$ cat src/ccss_pkg.sv
// Purpose: shared constants for the clock source start-up sequencer
// Assumes: fuse levels are static inputs, 1 = unprogrammed, 0 = programmed
// Notes:   oscillator counts above 4096 live as top-level parameters
package ccss_pkg;

  // clock source classes after fuse decode
  typedef enum logic [2:0] {
    CCSS_SRC_EXT  = 3'h0,
    CCSS_SRC_RC   = 3'h1,
    CCSS_SRC_R128 = 3'h2,
    CCSS_SRC_LFX  = 3'h3,
    CCSS_SRC_LPX  = 3'h4
  } ccss_src_e;

  // watchdog time-out choice
  localparam logic [1:0] CCSS_WD_NONE  = 2'h0;
  localparam logic [1:0] CCSS_WD_SHORT = 2'h1;
  localparam logic [1:0] CCSS_WD_LONG  = 2'h2;

  // fuse encodings
  localparam logic [3:0] CCSS_CLOCK_SOURCE_SELECT_FUSES_EXT  = 4'h0;
  localparam logic [3:0] CCSS_CLOCK_SOURCE_SELECT_FUSES_RC   = 4'h2;
  localparam logic [3:0] CCSS_CLOCK_SOURCE_SELECT_FUSES_R128 = 4'h3;
  localparam logic [2:0] CCSS_CLOCK_SOURCE_SELECT_FUSES_LFX  = 3'h2;
  localparam logic [1:0] CCSS_SUT_RSVD   = 2'h3;
  localparam logic [1:0] CCSS_SUT_SAFE   = 2'h2;

  // factory default fuse image
  localparam logic [3:0] CCSS_DFLT_CLOCK_SOURCE_SELECT_FUSES = 4'h2;
  localparam logic [1:0] CCSS_DFLT_SUT   = 2'h2;
  localparam logic       CCSS_DFLT_DIV8  = 1'h0;

  // cycle counts that fit below the parameter threshold
  localparam logic [15:0] CCSS_WD_SHORT_CYC = 16'h0200;
  localparam logic [15:0] CCSS_OSC_EXT_CYC  = 16'h0006;
  localparam logic [15:0] CCSS_OSC_258_CYC  = 16'h0102;
  localparam logic [15:0] CCSS_OSC_1K_CYC   = 16'h0400;
  localparam logic [15:0] CCSS_RST_EXTRA    = 16'h0013;
  localparam logic [2:0]  CCSS_DIV8_LAST    = 3'h7;

  // register map and fields
  localparam logic [3:0] CCSS_OFS_CTRL   = 4'h0;
  localparam logic [3:0] CCSS_OFS_STATUS = 4'h4;
  localparam logic [3:0] CCSS_OFS_CFG    = 4'h8;
  localparam int CCSS_CTRL_SLEEP_BIT = 0;
  localparam int CCSS_CTRL_CONV_BIT  = 1;
  localparam logic [1:0] CCSS_RESP_OKAY   = 2'h0;
  localparam logic [1:0] CCSS_RESP_SLVERR = 2'h2;

endpackage

$ cat src/ccss_sequencer.sv
// Purpose: clock source decode and start-up/reset sequencing
// Assumes: oscillator and watchdog cycles arrive as aclk-synchronous ticks
// Notes:   registers reached over AXI4-Lite, one word per register
//
// Chosen here: the address map and the AXI4-Lite register port.

// Notes on behaviour
// RQ1: fuse bit 1 unprogrammed, 0 programmed
// RQ2: select 1xxx low-power, 010x low-frequency crystal
// RQ3: 0011 128k, 0010 RC, 0000 external
// RQ4: factory default RC, start code 10, divided
// RQ5: extra internal reset after other sources release
// RQ6: time-out counted in 0, 512 or 8192 cycles
// RQ7: oscillator count holds reset until done
// RQ8: wake uses oscillator count only, no time-out
// RQ9: start count by clock type, 6 to 32K
// RQ10: upper select bits give crystal frequency range
// RQ11: low-power bit0=0, codes 00/01: 258 cycles
// RQ12: resonator settings use 1K-cycle start-up
// RQ13: crystal bit0=1 uses 16K-cycle start-up
// RQ14: programmed divider divides clock by eight
// RQ15: async timer domain keeps running in sleep
// RQ16: converter clock may run while core halted
// RQ17: internal RC wakes in 6 cycles
// RQ18: fuses sampled once; reserved codes made safe
// RQ19: release synchronised before core reset lifts
module ccss_sequencer #(
  parameter int unsigned WD_LONG_CYC = 8192,
  parameter int unsigned OSC_16K_CYC = 16384,
  parameter int unsigned OSC_32K_CYC = 32768
) (
  // clock and reset
  input  wire logic                  aclk,
  input  wire logic                  aresetn,
  // fuses and tick sources
  input  wire logic [3:0]            clock_source_select_fuses,
  input  wire logic [1:0]            startup_time_fuses,
  input  wire logic                  divide_by_eight_fuse,
  input  wire logic                  osc_tick,
  input  wire logic                  wdog_tick,
  input  wire logic                  async_tick,
  input  wire logic                  ext_reset_req,
  input  wire logic                  wake_req,
  // clock and reset outputs
  output logic                       core_reset_n_r,
  output logic                       cpu_clk_en_r,
  output logic                       sys_clk_en_r,
  output logic                       converter_clk_en_r,
  output logic                       async_timer_clock_r,
  output ccss_pkg::ccss_src_e        selected_source_r,
  // axi4-lite write
  input  wire logic [3:0]            s_axi_awaddr,
  input  wire logic                  s_axi_awvalid,
  output logic                       s_axi_awready,
  input  wire logic [31:0]           s_axi_wdata,
  input  wire logic [3:0]            s_axi_wstrb,
  input  wire logic                  s_axi_wvalid,
  output logic                       s_axi_wready,
  output logic [1:0]                 s_axi_bresp,
  output logic                       s_axi_bvalid,
  input  wire logic                  s_axi_bready,
  // axi4-lite read
  input  wire logic [3:0]            s_axi_araddr,
  input  wire logic                  s_axi_arvalid,
  output logic                       s_axi_arready,
  output logic [31:0]                s_axi_rdata,
  output logic [1:0]                 s_axi_rresp,
  output logic                       s_axi_rvalid,
  input  wire logic                  s_axi_rready
);

  import ccss_pkg::*;

  // counts must fit the 16-bit tick counters, extra cycles included
  if (WD_LONG_CYC < 2 || WD_LONG_CYC > 65535)
  begin : g_wd_chk
    $error("ccss_sequencer: WD_LONG_CYC out of range");
  end
  if (OSC_16K_CYC < 2 || OSC_32K_CYC + 19 > 65535)
  begin : g_osc_chk
    $error("ccss_sequencer: oscillator counts out of range");
  end

  typedef enum logic [6:0] {
    S_LOAD  = 7'h01,
    S_HOLD  = 7'h02,
    S_TOUT  = 7'h04,
    S_OSC   = 7'h08,
    S_SYNC  = 7'h10,
    S_RUN   = 7'h20,
    S_SLEEP = 7'h40
  } ccss_state_e;

  localparam logic [15:0] WD_LONG  = 16'(WD_LONG_CYC);
  localparam logic [15:0] OSC_16K  = 16'(OSC_16K_CYC);
  localparam logic [15:0] OSC_32K  = 16'(OSC_32K_CYC);

  ccss_state_e st_r;
  ccss_state_e st_nxt;

  logic [3:0] clock_source_select_fuses_r;
  logic [1:0] sut_r;
  logic       div8_fuse_r;
  logic       fuses_taken_r;
  logic       from_sleep_r;
  logic       conv_keep_r;
  logic       rel_req_r;
  logic       rel_s1_r;
  logic       rel_s2_r;
  logic [2:0] div_cnt_r;
  logic       wd_done;
  logic       osc_done;

  // fuse decode
  // RQ1: zero means programmed
  wire div8_en = (div8_fuse_r == 1'h0);
  // RQ2: crystal classes
  wire is_lpx = clock_source_select_fuses_r[3];
  wire is_lfx = (clock_source_select_fuses_r[3:1] == CCSS_CLOCK_SOURCE_SELECT_FUSES_LFX);
  // RQ3: single-code sources
  wire is_r128 = (clock_source_select_fuses_r == CCSS_CLOCK_SOURCE_SELECT_FUSES_R128);
  wire is_ext  = (clock_source_select_fuses_r == CCSS_CLOCK_SOURCE_SELECT_FUSES_EXT);
  // RQ18: reserved source codes fall back to internal rc
  ccss_src_e src;
  assign src = is_lpx  ? CCSS_SRC_LPX  :
               is_lfx  ? CCSS_SRC_LFX  :
               is_r128 ? CCSS_SRC_R128 :
               is_ext  ? CCSS_SRC_EXT  : CCSS_SRC_RC;
  // RQ18: reserved start code picks the longest safe delay
  wire [1:0] sut_eff = (!is_lpx && sut_r == CCSS_SUT_RSVD) ?
                       CCSS_SUT_SAFE : sut_r;
  // RQ10: frequency range is select bits 2:1 in low-power mode
  wire [1:0] lp_range = is_lpx ? clock_source_select_fuses_r[2:1] : 2'h0;

  // RQ6: time-out selection
  wire [2:0] lp_key = {clock_source_select_fuses_r[0], sut_r};
  logic [1:0] wd_sel;
  always_comb
  begin
    wd_sel = CCSS_WD_NONE;
    if (is_lpx)
      unique case (lp_key)
        3'h0, 3'h3, 3'h6: wd_sel = CCSS_WD_SHORT;
        3'h1, 3'h4, 3'h7: wd_sel = CCSS_WD_LONG;
        3'h2, 3'h5:       wd_sel = CCSS_WD_NONE;
      endcase
    else
      unique case (sut_eff)
        2'h0: wd_sel = CCSS_WD_NONE;
        2'h1: wd_sel = CCSS_WD_SHORT;
        2'h2, 2'h3: wd_sel = CCSS_WD_LONG;
      endcase
  end
  wire [15:0] wd_target = (wd_sel == CCSS_WD_LONG)  ? WD_LONG :
                          (wd_sel == CCSS_WD_SHORT) ? CCSS_WD_SHORT_CYC :
                          16'h0000;

  // RQ9: start-up count by clock type
  // RQ11: low-power, resonator short start
  // RQ12: resonator 1K start
  // RQ13: crystal 16K start
  // RQ17: internal sources and external clock use 6
  wire [15:0] lp_start = !clock_source_select_fuses_r[0] ?
                         (sut_r[1] ? CCSS_OSC_1K_CYC : CCSS_OSC_258_CYC) :
                         ((sut_r == 2'h0) ? CCSS_OSC_1K_CYC : OSC_16K);
  wire [15:0] start_cyc = is_lpx ? lp_start :
                          is_lfx ? (clock_source_select_fuses_r[0] ? OSC_32K : CCSS_OSC_1K_CYC) :
                          CCSS_OSC_EXT_CYC;
  // RQ8: reset path adds the extra cycles, wake path does not
  wire [15:0] osc_target = from_sleep_r ? start_cyc :
                           16'(start_cyc + CCSS_RST_EXTRA);

  // axi decode
  logic        aw_held_r;
  logic        w_held_r;
  logic [3:0]  awaddr_r;
  logic [31:0] wdata_r;
  logic [3:0]  wstrb_r;
  wire aw_hs = s_axi_awvalid && s_axi_awready;
  wire w_hs  = s_axi_wvalid && s_axi_wready;
  wire ar_hs = s_axi_arvalid && s_axi_arready;
  wire b_hs  = s_axi_bvalid && s_axi_bready;
  wire r_hs  = s_axi_rvalid && s_axi_rready;
  wire do_wr = aw_held_r && w_held_r && !s_axi_bvalid;
  wire wr_ctrl = do_wr && (awaddr_r == CCSS_OFS_CTRL) && wstrb_r[0];
  wire wr_ok = (awaddr_r == CCSS_OFS_CTRL) ||
               (awaddr_r == CCSS_OFS_STATUS) ||
               (awaddr_r == CCSS_OFS_CFG);
  wire sleep_cmd = wr_ctrl && wdata_r[CCSS_CTRL_SLEEP_BIT];
  wire [31:0] status_word = {5'h00, lp_range, div8_fuse_r,
                             clock_source_select_fuses_r, 2'h0, sut_r, 3'h0, fuses_taken_r,
                             1'h0, src, 1'h0, st_r};
  wire [31:0] cfg_word = {wd_target, osc_target};
  wire [31:0] rd_word  = (s_axi_araddr == CCSS_OFS_CTRL) ?
                         {30'h0, conv_keep_r, 1'h0} :
                         (s_axi_araddr == CCSS_OFS_STATUS) ? status_word :
                         (s_axi_araddr == CCSS_OFS_CFG) ? cfg_word : 32'h0;
  wire rd_ok = (s_axi_araddr == CCSS_OFS_CTRL) ||
               (s_axi_araddr == CCSS_OFS_STATUS) ||
               (s_axi_araddr == CCSS_OFS_CFG);

  // sequencing
  always_comb
  begin
    st_nxt = st_r;
    unique case (st_r)
      S_LOAD:  if (fuses_taken_r) st_nxt = S_HOLD;
      S_HOLD:  if (!ext_reset_req) st_nxt = S_TOUT;
      S_TOUT:  if (wd_done) st_nxt = S_OSC;
      S_OSC:   if (osc_done) st_nxt = S_SYNC;
      S_SYNC:  if (rel_s2_r) st_nxt = S_RUN;
      S_RUN:   if (sleep_cmd) st_nxt = S_SLEEP;
      S_SLEEP: if (wake_req) st_nxt = S_OSC;
      default: st_nxt = S_LOAD;
    endcase
    // RQ5: any other reset source restarts the sequence
    if (ext_reset_req && st_r != S_LOAD)
      st_nxt = S_HOLD;
  end

  wire start_wd  = (st_nxt == S_TOUT) && (st_r != S_TOUT);
  wire start_osc = (st_nxt == S_OSC) && (st_r != S_OSC);
  // RQ14: one system pulse per eight oscillator cycles when divided
  wire sys_pulse = osc_tick && (!div8_en || div_cnt_r == CCSS_DIV8_LAST);
  wire core_up_nxt = (st_nxt == S_RUN) || (st_nxt == S_SLEEP);

  // RQ6: watchdog cycle time-out
  ccss_tick_counter #(.W(16)) u_wd_cnt (
    .aclk    (aclk),
    .aresetn (aresetn),
    .start   (start_wd),
    .tick    (wdog_tick),
    .target  (wd_target),
    .done_r  (wd_done)
  );

  // RQ7: oscillator ripple count
  ccss_tick_counter #(.W(16)) u_osc_cnt (
    .aclk    (aclk),
    .aresetn (aresetn),
    .start   (start_osc),
    .tick    (osc_tick),
    .target  (osc_target),
    .done_r  (osc_done)
  );

  // RQ4: sampled fuses start from the factory image
  // RQ18: captured once after power-on reset
  always_ff @(posedge aclk)
  begin
    if (!aresetn)
    begin
      clock_source_select_fuses_r       <= CCSS_DFLT_CLOCK_SOURCE_SELECT_FUSES;
      sut_r         <= CCSS_DFLT_SUT;
      div8_fuse_r   <= CCSS_DFLT_DIV8;
      fuses_taken_r <= 1'b0;
    end
    else if (!fuses_taken_r)
    begin
      clock_source_select_fuses_r       <= clock_source_select_fuses;
      sut_r         <= startup_time_fuses;
      div8_fuse_r   <= divide_by_eight_fuse;
      fuses_taken_r <= 1'b1;
    end
  end

  always_ff @(posedge aclk)
  begin
    if (!aresetn)
    begin
      st_r         <= S_LOAD;
      from_sleep_r <= 1'b0;
      div_cnt_r    <= 3'h0;
    end
    else
    begin
      st_r <= st_nxt;
      if (start_osc)
        from_sleep_r <= (st_r == S_SLEEP);
      if (osc_tick)
        div_cnt_r <= div_cnt_r + 3'h1;
    end
  end

  // RQ19: release crosses two flops before core reset lifts
  always_ff @(posedge aclk)
  begin
    if (!aresetn)
    begin
      rel_req_r <= 1'b0;
      rel_s1_r  <= 1'b0;
      rel_s2_r  <= 1'b0;
    end
    else
    begin
      rel_req_r <= (st_nxt == S_SYNC);
      rel_s1_r  <= rel_req_r;
      rel_s2_r  <= rel_s1_r;
    end
  end

  // clock enables; sleep halts the core, and the converter unless conv_keep_r is set
  always_ff @(posedge aclk)
  begin
    if (!aresetn)
    begin
      core_reset_n_r      <= 1'b0;
      cpu_clk_en_r        <= 1'b0;
      sys_clk_en_r        <= 1'b0;
      converter_clk_en_r  <= 1'b0;
      async_timer_clock_r <= 1'b0;
      selected_source_r   <= CCSS_SRC_RC;
    end
    else
    begin
      core_reset_n_r      <= core_up_nxt;
      cpu_clk_en_r        <= sys_pulse && (st_nxt == S_RUN);
      sys_clk_en_r        <= sys_pulse;
      // RQ16: converter may keep running in sleep
      converter_clk_en_r  <= sys_pulse && ((st_nxt == S_RUN) ||
                             ((st_nxt == S_SLEEP) && conv_keep_r));
      // RQ15: timer domain ignores sleep and reset sequencing
      async_timer_clock_r <= async_tick;
      selected_source_r   <= src;
    end
  end

  // axi4-lite slave: one write and one read in flight
  always_ff @(posedge aclk)
  begin
    if (!aresetn)
    begin
      aw_held_r     <= 1'b0;
      w_held_r      <= 1'b0;
      awaddr_r      <= 4'h0;
      wdata_r       <= 32'h0;
      wstrb_r       <= 4'h0;
      s_axi_awready <= 1'b0;
      s_axi_wready  <= 1'b0;
      s_axi_bvalid  <= 1'b0;
      s_axi_bresp   <= CCSS_RESP_OKAY;
      conv_keep_r   <= 1'b0;
    end
    else
    begin
      if (aw_hs)
      begin
        aw_held_r <= 1'b1;
        awaddr_r  <= s_axi_awaddr;
      end
      if (w_hs)
      begin
        w_held_r <= 1'b1;
        wdata_r  <= s_axi_wdata;
        wstrb_r  <= s_axi_wstrb;
      end
      s_axi_awready <= !aw_held_r && !aw_hs && !s_axi_bvalid;
      s_axi_wready  <= !w_held_r && !w_hs && !s_axi_bvalid;
      if (do_wr)
      begin
        s_axi_bvalid <= 1'b1;
        s_axi_bresp  <= wr_ok ? CCSS_RESP_OKAY : CCSS_RESP_SLVERR;
        aw_held_r    <= 1'b0;
        w_held_r     <= 1'b0;
      end
      else if (b_hs)
        s_axi_bvalid <= 1'b0;
      if (wr_ctrl)
        conv_keep_r <= wdata_r[CCSS_CTRL_CONV_BIT];
    end
  end

  always_ff @(posedge aclk)
  begin
    if (!aresetn)
    begin
      s_axi_arready <= 1'b0;
      s_axi_rvalid  <= 1'b0;
      s_axi_rdata   <= 32'h0;
      s_axi_rresp   <= CCSS_RESP_OKAY;
    end
    else
    begin
      s_axi_arready <= !ar_hs && !s_axi_rvalid;
      if (ar_hs)
      begin
        s_axi_rvalid <= 1'b1;
        s_axi_rdata  <= rd_word;
        s_axi_rresp  <= rd_ok ? CCSS_RESP_OKAY : CCSS_RESP_SLVERR;
      end
      else if (r_hs)
        s_axi_rvalid <= 1'b0;
    end
  end

  // checks
  hold_reset_a: assert property (@(posedge aclk) disable iff (!aresetn) // RQ5
    (ext_reset_req && fuses_taken_r) |=> !core_reset_n_r ##1 !core_reset_n_r)
    else $error("core left reset while another source held it");

  fuse_stable_a: assert property (@(posedge aclk) disable iff (!aresetn) // RQ18
    fuses_taken_r |=> $stable(clock_source_select_fuses_r) && $stable(sut_r))
    else $error("sampled fuses changed after capture");

  div_rate_a: assert property (@(posedge aclk) disable iff (!aresetn) // RQ14
    (sys_clk_en_r && div8_en) |=> !sys_clk_en_r [*7])
    else $error("divided system pulse came early");

  wake_path_a: assert property (@(posedge aclk) disable iff (!aresetn) // RQ8
    (st_r == S_SLEEP && wake_req && !ext_reset_req) |=>
    (st_r == S_OSC) && from_sleep_r && (osc_target == start_cyc))
    else $error("wake did not go straight to oscillator count");

  osc_hold_a: assert property (@(posedge aclk) disable iff (!aresetn) // RQ7
    (st_r == S_OSC && !osc_done) |=> !core_reset_n_r)
    else $error("core released before oscillator count done");

  sync_rel_a: assert property (@(posedge aclk) disable iff (!aresetn) // RQ19
    $rose(core_reset_n_r) && !from_sleep_r |-> $past(rel_s2_r, 1))
    else $error("core reset lifted without synchronised release");

  lp_map_a: assert property (@(posedge aclk) disable iff (!aresetn) // RQ2
    (fuses_taken_r && clock_source_select_fuses_r[3]) |=> selected_source_r == CCSS_SRC_LPX)
    else $error("low-power crystal not selected");

  rsvd_map_a: assert property (@(posedge aclk) disable iff (!aresetn) // RQ3
    (clock_source_select_fuses_r == 4'h1 || clock_source_select_fuses_r == CCSS_CLOCK_SOURCE_SELECT_FUSES_RC) |=>
    selected_source_r == CCSS_SRC_RC)
    else $error("rc or reserved code not mapped to rc");

  sleep_halt_a: assert property (@(posedge aclk) disable iff (!aresetn) // RQ16
    (st_nxt == S_SLEEP) |=> !cpu_clk_en_r && core_reset_n_r)
    else $error("cpu clock ran during sleep");

endmodule

$ cat src/ccss_tick_counter.sv
// Purpose: counts enable ticks up to a target after a start pulse
// Assumes: target stays stable while busy
// Notes:   done is a level held until the next start
module ccss_tick_counter #(
  parameter int W = 16
) (
  // clock and reset
  input  wire logic         aclk,
  input  wire logic         aresetn,
  // control
  input  wire logic         start,
  input  wire logic         tick,
  input  wire logic [W-1:0] target,
  output logic              done_r
);

  if (W < 2)
  begin : g_w_chk
    $error("ccss_tick_counter: W too small");
  end

  logic [W-1:0] cnt_r;
  logic         busy_r;
  wire          hit = busy_r && (cnt_r == target);

  always_ff @(posedge aclk)
  begin
    if (!aresetn)
    begin
      cnt_r  <= '0;
      busy_r <= 1'b0;
      done_r <= 1'b0;
    end
    else if (start)
    begin
      cnt_r  <= '0;
      busy_r <= 1'b1;
      done_r <= 1'b0;
    end
    else if (hit)
    begin
      busy_r <= 1'b0;
      done_r <= 1'b1;
    end
    else if (busy_r && tick)
      cnt_r <= cnt_r + 1'b1;
  end

endmodule

$ cat config.mk
export PLATFORM = sky130hd
export DESIGN_NAME = ccss_sequencer
export DESIGN_NICKNAME = d
export VERILOG_FILES = /design/src/ccss_pkg.sv /design/src/ccss_sequencer.sv /design/src/ccss_tick_counter.sv
export SDC_FILE = /design/constraint.sdc
export NUM_CORES = 1
export LEC_CHECK = 0
export BUFFER_PORTS_ARGS = -buffer_cell sky130_fd_sc_hd__buf_2
export CAP_MARGIN = 10
export CORE_MARGIN = 5
export CORE_UTILIZATION = 54
export DETAILED_ROUTE_END_ITERATION = 16
export PLACE_DENSITY = 0.77
export SLEW_MARGIN = 10
export SYNTH_ARGS = -nofsm -noshare
export SYNTH_HDL_FRONTEND = slang
export SYNTH_SLANG_ARGS = --single-unit
$ cat constraint.sdc
create_clock -name aclk -period 2.2 [get_ports aclk]
set_input_delay 0.22 -clock aclk [delete_from_list [all_inputs] [get_ports aclk]]
set_output_delay 0.22 -clock aclk [all_outputs]
set_load 0.01 [all_outputs]
==> flow_metrics.tcl, run 1 <==
set metrics [dict create \
    cp_slowest_cell "nor3_1" \
    synthArstFlopShare_pct 0 \
    syn_avg_cell_area_um2 8.78 \
    start_kind "flip-flop" \
    critPathMaxStageDelay_ns 0.46 \
    cts_buffers 9 \
    synthCells 557 \
    multi_input_area_um2 2540 \
    endpoint "rel_req_r" \
    worst_ep_required_time_ns 2.46 \
    insertion_delay_ns 0.37 \
    synth_edf_count 0 \
    register_area_um2 2170 \
    busiest_layer "met2" \
    use_met3_pct 4.62 \
    port_buffers 67 \
    max_freq_ghz 0.470 \
    place_ws_ns 0.0724 \
    ant_nets 0 \
    n_antenna_cell 0 \
    finalMaxSlewViolations 0 \
    p_leak_nw 2.32 \
    skew_ns 0.0115 \
    grt_pass1_vias 4050 \
    arrival_ns 2.39 \
    cp-startpoint "st_r[3]" \
    rsz0062_at_grt "false" \
    fin_crit_ns 2.13 \
    drtPass1Iterations 5 \
    overflow 0 \
    setup_violations 0 \
    cap_violations 0 \
    p_per_area_nw_per_um2 641 \
    layout_common_cells "dfxtp_1, buf_2, nand2_1" \
    grt_max_degree 22 \
    criticalPathCategory "flip-flop to flip-flop" \
    outcome "finished, final reports clean" \
    crit_path_end_kind "flip-flop" \
    nets 705 \
    ys_dominant_reg_cell "dfxtp_1" \
    fin_ws_ns 0.0727 \
    tightest_slew_ns 0.548 \
    post_drt_wl_per_cell_um 14.5 \
    rrSetupSlack_ns 0.07 \
    gr-usage-all-layers_pct 19.9 \
    vias 4251 \
    area_delta_synth_final_pct 14.6 \
    cts_tree "built" \
    nFillCells 779 \
    vdd_drop_max_uv 391 \
    ys_types 62 \
    clk_pin_slew_ns 0.10 \
    drc 0 \
    met2_usage_pct 30.9 \
    drive_above_1_share_pct 18.8 \
    cts_root_buffer "clkbuf_8" \
    rr_worst_depth 6 \
    use_met1_pct 27.0 \
    min_path_type "input pin to flip-flop" \
    final_common_cell "dfxtp_1" \
    die_height_um 105 \
    period_share_pct 96.7 \
    finalHoldViolCount 0 \
    antenna_found_initial 0 \
    post_drt_via_cell_ratio 5.69 \
    io_pins 112 \
    syn_area_um2 4890 \
    routed_wl_mm 10.9 \
    r2r-end "rel_req_r" \
    ys_ff_latch 108 \
    h-tree-depth 3 \
    yosysSeqAreaShare_pct 44.2 \
    dp_hpwl_mm 8.04 \
    fp.dieArea_um2 11100 \
    drtIter0Drc 164 \
    core-area_um2 8760 \
    rows 34 \
    slew-limit-headroom_pct 63.4 \
    ys_warn_count 0 \
    die_w_um 105 \
    initial_core_util_pct 55.8 \
    whs_ns 0.0402 \
    gp_congestion 0.882 \
    cts_num_sinks 108 \
    grt_pass1_wl_mm 18.5 \
    fin_setup_tns_ns 0 \
    r2r-start "st_r[3]" \
    crit_chain "nor3_1 > o211ai_1 > nand3_1 > a21boi_1 > nand2b_1 > a311oi_1" \
    critPathMaxFanout 8 \
    ctsLongestPathBuffers 2 \
]
[repair_timing]
item | CTS | global route
hold buffers | 0 | 0
setup buffers | 0 | 1
endpoints found under the hold margin | 0 | 0
resized for setup | 0 | 5
setup endpoints to repair | 0 | 19
[per-layer routing]
layer  part of all wire [%]  vias up
met3                    6.8       25
li1                       -     2108
met1                     46     1983
met5                      0        -
met2                     45      135
met4                    1.9        0
[cell type report]
cell class                 instances  area share (%)
inverter                          16            1.07
sequential                       108            38.7
clock buffer                      12            2.77
tap                              108            2.41
multi-input combinational        412            45.2
timing repair buffer              88            9.02
clock inverter                     3           0.826
[per-stage QoR]
| stage | instances | total power, mW | instance area [µm²] | util [%] |
|---|---|---|---|---|
| final | 747 | 3.60 | 5610 | 64.0 |
| after global routing | 747 | 3.74 | 5610 | 64.0 |
| after CTS | 746 | 3.63 | 5590 | 63.8 |
| after detailed placement | 731 | 2.40 | 5390 | 61.5 |
| after global placement | 731 | 2.39 | 5390 | 61.5 |
| after floorplan | 567 | 2.30 | 4930 | - |
[sequential cells by signal, indices dropped and copies added (netlist names), 2 cells and up, named ones only]
signal                       cells
awaddr_r                         4
selected_source_r                3
clock_source_select_fuses_r      4
sut_r                            2
wdata_r                          2
u_wd_cnt.cnt_r                  16
s_axi_rdata                     23
st_r                             7
u_osc_cnt.cnt_r                 16
div_cnt_r                        3
[cells in the mapped netlist, drive strengths merged (3+ instances only)]
library cell | count | area, µm²
and3b | 4 | 35.0
nand3b | 5 | 37.5
xnor2 | 12 | 105
xor2 | 9 | 78.8
nor2b | 8 | 50.1
clkbuf | 11 | 41.3
o21ai | 29 | 145
nand4 | 11 | 68.8
or3 | 16 | 100
and2 | 9 | 56.3
nor4b | 3 | 41.3
buf | 20 | 134
nor3 | 9 | 50.1
a22o | 19 | 166
or2 | 3 | 18.8
a21oi | 39 | 195
nand2b | 11 | 68.8
nor2 | 55 | 206
nand2 | 58 | 218
o211ai | 5 | 37.5
a311oi | 3 | 26.3
mux2i | 14 | 140
nor3b | 4 | 35.0
dfxtp | 108 | 2160
inv | 16 | 60.1
ha | 7 | 87.6
nor4 | 6 | 56.3
and3 | 10 | 63.8
nand3 | 18 | 90.1
o22ai | 5 | 31.3
[kinds of logic (layout without fill, tap and decap cells)]
kind of cell	Yosys count	count (layout)	synth area share (%)
other	1	11	0.0767
buffers and inverters	47	119	4.81
flip-flops	108	108	44.2
adder cells (fa/ha/maj)	7	7	1.79
XOR/XNOR	22	22	4.22
AO/OA/AOI/OAI	117	117	15.4
multiplexers	15	15	3.09
AND/OR/NAND/NOR	240	240	26.4
[worst max-delay path, delay by kind of cell (launching register included)]
| kind | cells | cell delay (ns) |
|---|---|---|
| AND/OR/NAND/NOR | 3 | 0.91 |
| flip-flops | 1 | 0.42 |
| AO/OA/AOI/OAI | 3 | 0.68 |
[worst min-delay path by stage]
stage | startpoint | end | slack, ns | cells after the start
after floorplan | aresetn | fuses_taken_r | 0.25 | 0
final | s_axi_rready | s_axi_rvalid | 0.04 | 2
after global routing | s_axi_rready | s_axi_rvalid | 0.04 | 2
after global placement | s_axi_rready | s_axi_rvalid | 0.42 | 2
after CTS | s_axi_rready | s_axi_rvalid | 0.03 | 2
after detailed placement | rel_req_r | rel_s1_r | 0.42 | 1
[report_power, final]
part           total, mW  internal, mW  switching, mW  leakage [nW]
sequential          2.05          2.00         0.0469         0.876
combinational      0.318         0.134          0.184          1.35
clock               1.23         0.586          0.644        0.0987
total               3.60          2.72          0.875          2.32
Note: power is estimated with default switching activity, not from simulation.
==> run 2: changes to the inputs <==
--- a/config.mk
+++ b/config.mk
@@ -8,9 +8,9 @@
 export BUFFER_PORTS_ARGS = -buffer_cell sky130_fd_sc_hd__buf_2
 export CAP_MARGIN = 10
 export CORE_MARGIN = 5
-export CORE_UTILIZATION = 54
+export CORE_UTILIZATION = 50
 export DETAILED_ROUTE_END_ITERATION = 16
-export PLACE_DENSITY = 0.77
+export PLACE_DENSITY = 0.72
 export SLEW_MARGIN = 10
 export SYNTH_ARGS = -nofsm -noshare
 export SYNTH_HDL_FRONTEND = slang
==> flow_metrics.tcl, run 2 (synthesis gave the netlist of run 1 again) <==
set metrics [dict create \
    multi_input_area_um2 2580 \
    start_kind "flip-flop" \
    top_layer "met4" \
    p_per_area_nw_per_um2 613 \
    clk_pin_slew_ns 0.10 \
    nets 702 \
    post-route-cell-area_um2 5630 \
    cts_root_buffer "clkbuf_8" \
    ctsHoldBuffers 0 \
    tightest_slew_ns 0.549 \
    overflow 0 \
    core-area_um2 9640 \
    cp_slowest_cell "dfxtp_2" \
    drt-met1-wl_mm 5.10 \
    rr_worst_depth 8 \
    crit_chain "buf_4 > o211ai_1 > nor3b_1 > o32ai_2 > nor4b_4 > buf_4 > or3_1 > a21oi_1" \
    area_delta_synth_final_pct 15.1 \
    rows 36 \
    fp.dieArea_um2 11900 \
    ctsLongestPathBuffers 2 \
    criticalPathCategory "flip-flop to flip-flop" \
    critPathMaxStageDelay_ns 0.39 \
    wl_met2_mm 5.14 \
    fin_crit_ns 2.07 \
    drive_above_1_share_pct 20.0 \
    whs_ns 0.0502 \
    reg.largest.list "s_axi_rdata (23), u_osc_cnt.cnt_r (16), u_wd_cnt.cnt_r (16)" \
    critPathMaxFanout 10 \
    dp_hpwl_mm 8.13 \
    io_pins 112 \
    register_area_um2 2170 \
    placed_area_um2 5400 \
    critical_path.top_delay_family "compound AO/OA/AOI/OAI gates" \
    p_leak_nw 2.31 \
    grt_pass1_wl_mm 17.8 \
    layout.cells.non_filler 769 \
    grt_pass1_vias 3885 \
    vias 4158 \
    largest_reg_flops 23 \
    hold_depth 2 \
    routed_wl_mm 10.8 \
    cap_violations 0 \
    setup_violations 0 \
    post_drt_wl_per_cell_um 14.1 \
    grt_max_degree 23 \
    final_common_cell "dfxtp_1" \
    cts_buffers 9 \
    outcome "finished, final reports clean" \
    h-tree-depth 3 \
    skew_ns 0.0129 \
    cpMostUsedCell "buf_4" \
    insertion_delay_ns 0.36 \
    die_w_um 109 \
    worst-path-stages 8 \
    vdd_drop_max_uv 456 \
    wl_met3_um 548 \
    layout_common_cells "dfxtp_1, buf_2, nand2_1" \
    die_height_um 109 \
    worst_ep_required_time_ns 2.49 \
    drc 0 \
    period_share_pct 93.9 \
    finalHoldViolCount 0 \
    post_drt_via_cell_ratio 5.41 \
    antenna_found_initial 0 \
    drtIter0Drc 171 \
    finalMaxSlewViolations 0 \
    initial_core_util_pct 50.8 \
    max_freq_ghz 0.484 \
    port_buffers 67 \
    slew-limit-headroom_pct 63.3 \
    n_antenna_cell 0 \
    cts_num_sinks 108 \
    arrival_ns 2.36 \
    gp_congestion 0.897 \
    crit_buf_inv 2 \
    drtPass1Iterations 4 \
    cts_tree "built" \
    nFillCells 932 \
    ant_nets 0 \
    regMostFlops "s_axi_rdata" \
    final_core_util_pct 58.4 \
    crit_path_end_kind "flip-flop" \
    dp_cells 753 \
    gr-usage-all-layers_pct 18.6 \
    min_path_type "input pin to flip-flop" \
]
run 2: cell count changes in the layout (fill, tap and decap cells not counted), sizes merged:
cell and delta:
buf -3, clkbuf -3, clkinv +3, inv +2, bufinv -1, clkinvlp -1
run 2: worst paths after layout:
kind / from / to / slack (ns)
max: sut_r[1] / u_osc_cnt.cnt_r[2] / 0.13
min: s_axi_rready / s_axi_rvalid / 0.05
max reg2reg: sut_r[1] / u_osc_cnt.cnt_r[2] / 0.13
min reg2reg: rel_s1_r / rel_s2_r / 0.45
run 2: report_power, final:
part,leakage [nW],internal [mW],switching (mW),total (mW)
Clock,0.0900,0.419,0.669,1.09
Sequential,0.878,2.00,0.0471,2.05
Combinational,1.35,0.135,0.184,0.319
Total,2.31,2.55,0.899,3.45
run 2: cell type report:
cell class / instances / area share [%]
Multi-Input combinational cell: 412 / 45.8
Sequential cell: 108 / 38.5
Timing Repair Buffer: 85 / 8.58
Tap cell: 133 / 2.96
Clock buffer: 9 / 2.20
Inverter: 16 / 1.07
Clock inverter: 6 / 0.867
run 2: per-layer routing:
layer  global-route usage (%)  vias up
met5                        0        -
met4                     3.79        0
met3                     3.43        4
met2                     31.1       91
met1                     25.1     1959
li1                         -     2104
run 2: stage by stage:
stage	power, mW	setup slack [ns]	setup TNS, ns
6_report	3.45	0.133	0
5_1_grt	3.62	-0.0237	-0.0237
4_1_cts	3.48	0.0760	0
3_5_place_dp	2.40	0.0799	0
3_3_place_gp	2.39	0.118	0
2_1_floorplan	2.30	0.276	0
run 2: worst reg2reg max path: cells and delay by family (launching register included):
family	cells	cell delay, ns
AO/OA/AOI/OAI	3	0.76
buffers and inverters	2	0.32
flip-flops	1	0.39
AND/OR/NAND/NOR	3	0.53
run 2: timing repair:
action	4_1_cts	5_1_grt
setup buffers	0	1
endpoints found under the hold margin	0	0
endpoints found under the setup margin	0	29
resized for setup	0	14
==> run 3: changes to the inputs <==
--- a/config.mk
+++ b/config.mk
@@ -5,12 +5,13 @@
 export SDC_FILE = /design/constraint.sdc
 export NUM_CORES = 1
 export LEC_CHECK = 0
+export ABC_AREA = 1
 export BUFFER_PORTS_ARGS = -buffer_cell sky130_fd_sc_hd__buf_2
 export CAP_MARGIN = 10
 export CORE_MARGIN = 5
 export CORE_UTILIZATION = 50
 export DETAILED_ROUTE_END_ITERATION = 16
-export PLACE_DENSITY = 0.72
+export PLACE_DENSITY = 0.71
 export SLEW_MARGIN = 10
 export SYNTH_ARGS = -nofsm -noshare
 export SYNTH_HDL_FRONTEND = slang
==> flow_metrics.tcl, run 3 <==
set metrics [dict create \
    outcome "finished, final reports clean" \
    fp.dieArea_um2 12900 \
    rr_worst_depth 8 \
    arrival_ns 2.16 \
    worst-path-stages 8 \
    synthAdderAreaFrac_pct 1.63 \
    final_common_cell "nand2_1" \
    synth_edf_count 0 \
    syn_avg_cell_area_um2 7.37 \
    antenna_found_initial 0 \
    dp_cells 914 \
    routed_wl_mm 13.1 \
    crit_buf_inv 1 \
    gr-usage-all-layers_pct 20.8 \
    drive_above_1_share_pct 16.6 \
    ant_nets 0 \
    skew_ns 0.0106 \
    grt_pass1_vias 4768 \
    yosys.area.top_type "dfxtp_1" \
    syn_area_um2 5370 \
    ctsLongestPathBuffers 2 \
    hold_depth 2 \
    synth.top_cells.by_count "nand2_1, dfxtp_1, inv_1, nand3_1, nor2_1" \
    gp_congestion 0.959 \
    regMostFlops "s_axi_rdata" \
    synth_area_leaders "dfxtp_1, nand2_1, nand3_1" \
    synth_top_family_by_area "simple AND/OR/NAND/NOR gates" \
    synthArstFlopShare_pct 0 \
    post_drt_via_cell_ratio 5.35 \
    critPathMaxFanout 17 \
    start_kind "flip-flop" \
    yosys.area_share.simple_pct 31.4 \
    critPathMaxStageDelay_ns 0.42 \
    nets 860 \
    drc 0 \
    max_freq_ghz 0.532 \
    drtIter0Drc 308 \
    tightest_slew_ns 0.592 \
    cap_violations 0 \
    post_cts_buffers 0 \
    vdd_drop_max_uv 662 \
    rsz0062_at_grt "false" \
    cts_num_sinks 108 \
    core-area_um2 10400 \
    dp_hpwl_mm 9.94 \
    whs_ns 0.0190 \
    grt_pass1_wl_mm 22.1 \
    clk_pin_slew_ns 0.11 \
    cts_tree "built" \
    finalMaxSlewViolations 0 \
    ys_ff_latch 108 \
    post-route-cell-area_um2 5980 \
    fin_setup_tns_ns 0 \
    post_drt_wl_per_cell_um 14.1 \
    largest_reg_flops 23 \
    layout_common_cells "nand2_1, dfxtp_1, inv_1" \
    cpMostUsedCell "nand3_1" \
    synthDominantCellAreaShare_pct 40.3 \
    insertion_delay_ns 0.40 \
    ys_types 40 \
    crit_chain "inv_2 > nand3_1 > nor4_1 > nand2_1 > nand3_1 > nand3_2 > nand2_4 > a21oi_1" \
    overflow 0 \
    synth.most_common_cell "nand2_1" \
    vias 4980 \
    ys_warn_count 0 \
    synth_xor_area_share_pct 4.73 \
    initial_core_util_pct 51.5 \
    cts_buffers 9 \
    n_antenna_cell 0 \
    ys_dominant_reg_cell "dfxtp_1" \
    cts_root_buffer "clkbuf_8" \
    rows 37 \
    p_leak_nw 2.44 \
    worst_ep_required_time_ns 2.48 \
    die_w_um 114 \
    layout.cells.non_filler 931 \
    port_buffers 67 \
    h-tree-depth 3 \
    io_pins 112 \
    criticalPathCategory "flip-flop to flip-flop" \
    area_delta_synth_final_pct 11.4 \
    slew-limit-headroom_pct 60.3 \
    finalHoldViolCount 0 \
    crit_path_end_kind "flip-flop" \
    power_mw 3.60 \
    die_height_um 114 \
    period_share_pct 85.5 \
    drtPass1Iterations 5 \
    cp_slowest_cell "nor4_1" \
    min_path_type "input pin to flip-flop" \
    grt_max_degree 53 \
    reg.largest.list "s_axi_rdata (23), u_osc_cnt.cnt_r (16), u_wd_cnt.cnt_r (16)" \
    critical_path.top_delay_family "simple AND/OR/NAND/NOR gates" \
    fin_crit_ns 1.88 \
    synthMuxAreaShare_pct 0 \
    yosysSeqAreaShare_pct 40.3 \
    synthCells 728 \
    synth_compound_area_share_pct 11.7 \
    placed_area_um2 5780 \
    p_per_area_nw_per_um2 602 \
    setup_violations 0 \
]
[run 3: cell count changes in the layout (fill, tap and decap cells not counted), moves of 11 or more]
cell     delta
a22o_1     -19
xor2_1     +17
nand4_1    +32
nand3_1    +50
mux2i_1    -13
nor3_1     +12
inv_1      +64
or3_1      -16
a21oi_2    +11
nand2_1    +77
[run 3: routing by layer]
metal  vias to the layer above  track usage [%]  wire [µm]
met5                         -                0          0
met4                         0             5.21        138
met3                        12             4.40        654
met2                        96             35.0       6390
met1                      2343             27.3       5940
li1                       2529                -          -
[run 3: through the flow]
step | util [%] | setup slack (ns)
final | 57.4 | 0.320
after global routing | 57.4 | 0.00915
after CTS | 57.4 | 0.136
after detailed placement | 55.5 | 0.166
after global placement | 55.5 | 0.244
after floorplan | - | 0.618
[run 3: path summary, 6_finish.rpt]
check	startpoint	end	slack, ns
setup / recovery	st_r[4]	u_osc_cnt.cnt_r[4]	0.32
hold / removal	s_axi_rready	s_axi_rvalid	0.02
setup reg to reg	st_r[4]	u_osc_cnt.cnt_r[4]	0.32
hold reg to reg	rel_req_r	rel_s1_r	0.43
[run 3: cell families after synthesis]
family	count (synthesis)
AOI/OAI and AO/OA	106
other	1
DFF	108
adders and majority gates	7
and+or+nand+nor	354
xor gates and xnor gates	29
buffers and inverters	123
[run 3: repair_timing]
action                                 in CTS  in global routing
hold buffers                                1                  0
gates resized for setup                     0                  1
setup endpoints to repair                   0                 10
endpoints found under the hold margin       1                  0
[run 3: layout make-up]
type | count | area, µm²
timing repair buffer | 79 | 440
multi-input combinational | 507 | 2700
tap | 136 | 170
clock inverter | 7 | 62.6
fill | 1008 | 4440
sequential | 108 | 2160
clock buffer | 9 | 124
inverter | 85 | 324
[run 3: power breakdown]
part           leakage, nW  switching, mW  total, mW  internal [mW]
Clock               0.0943          0.730       1.16          0.431
Sequential           0.878         0.0418       2.05           2.01
Combinational         1.46          0.264      0.387          0.124
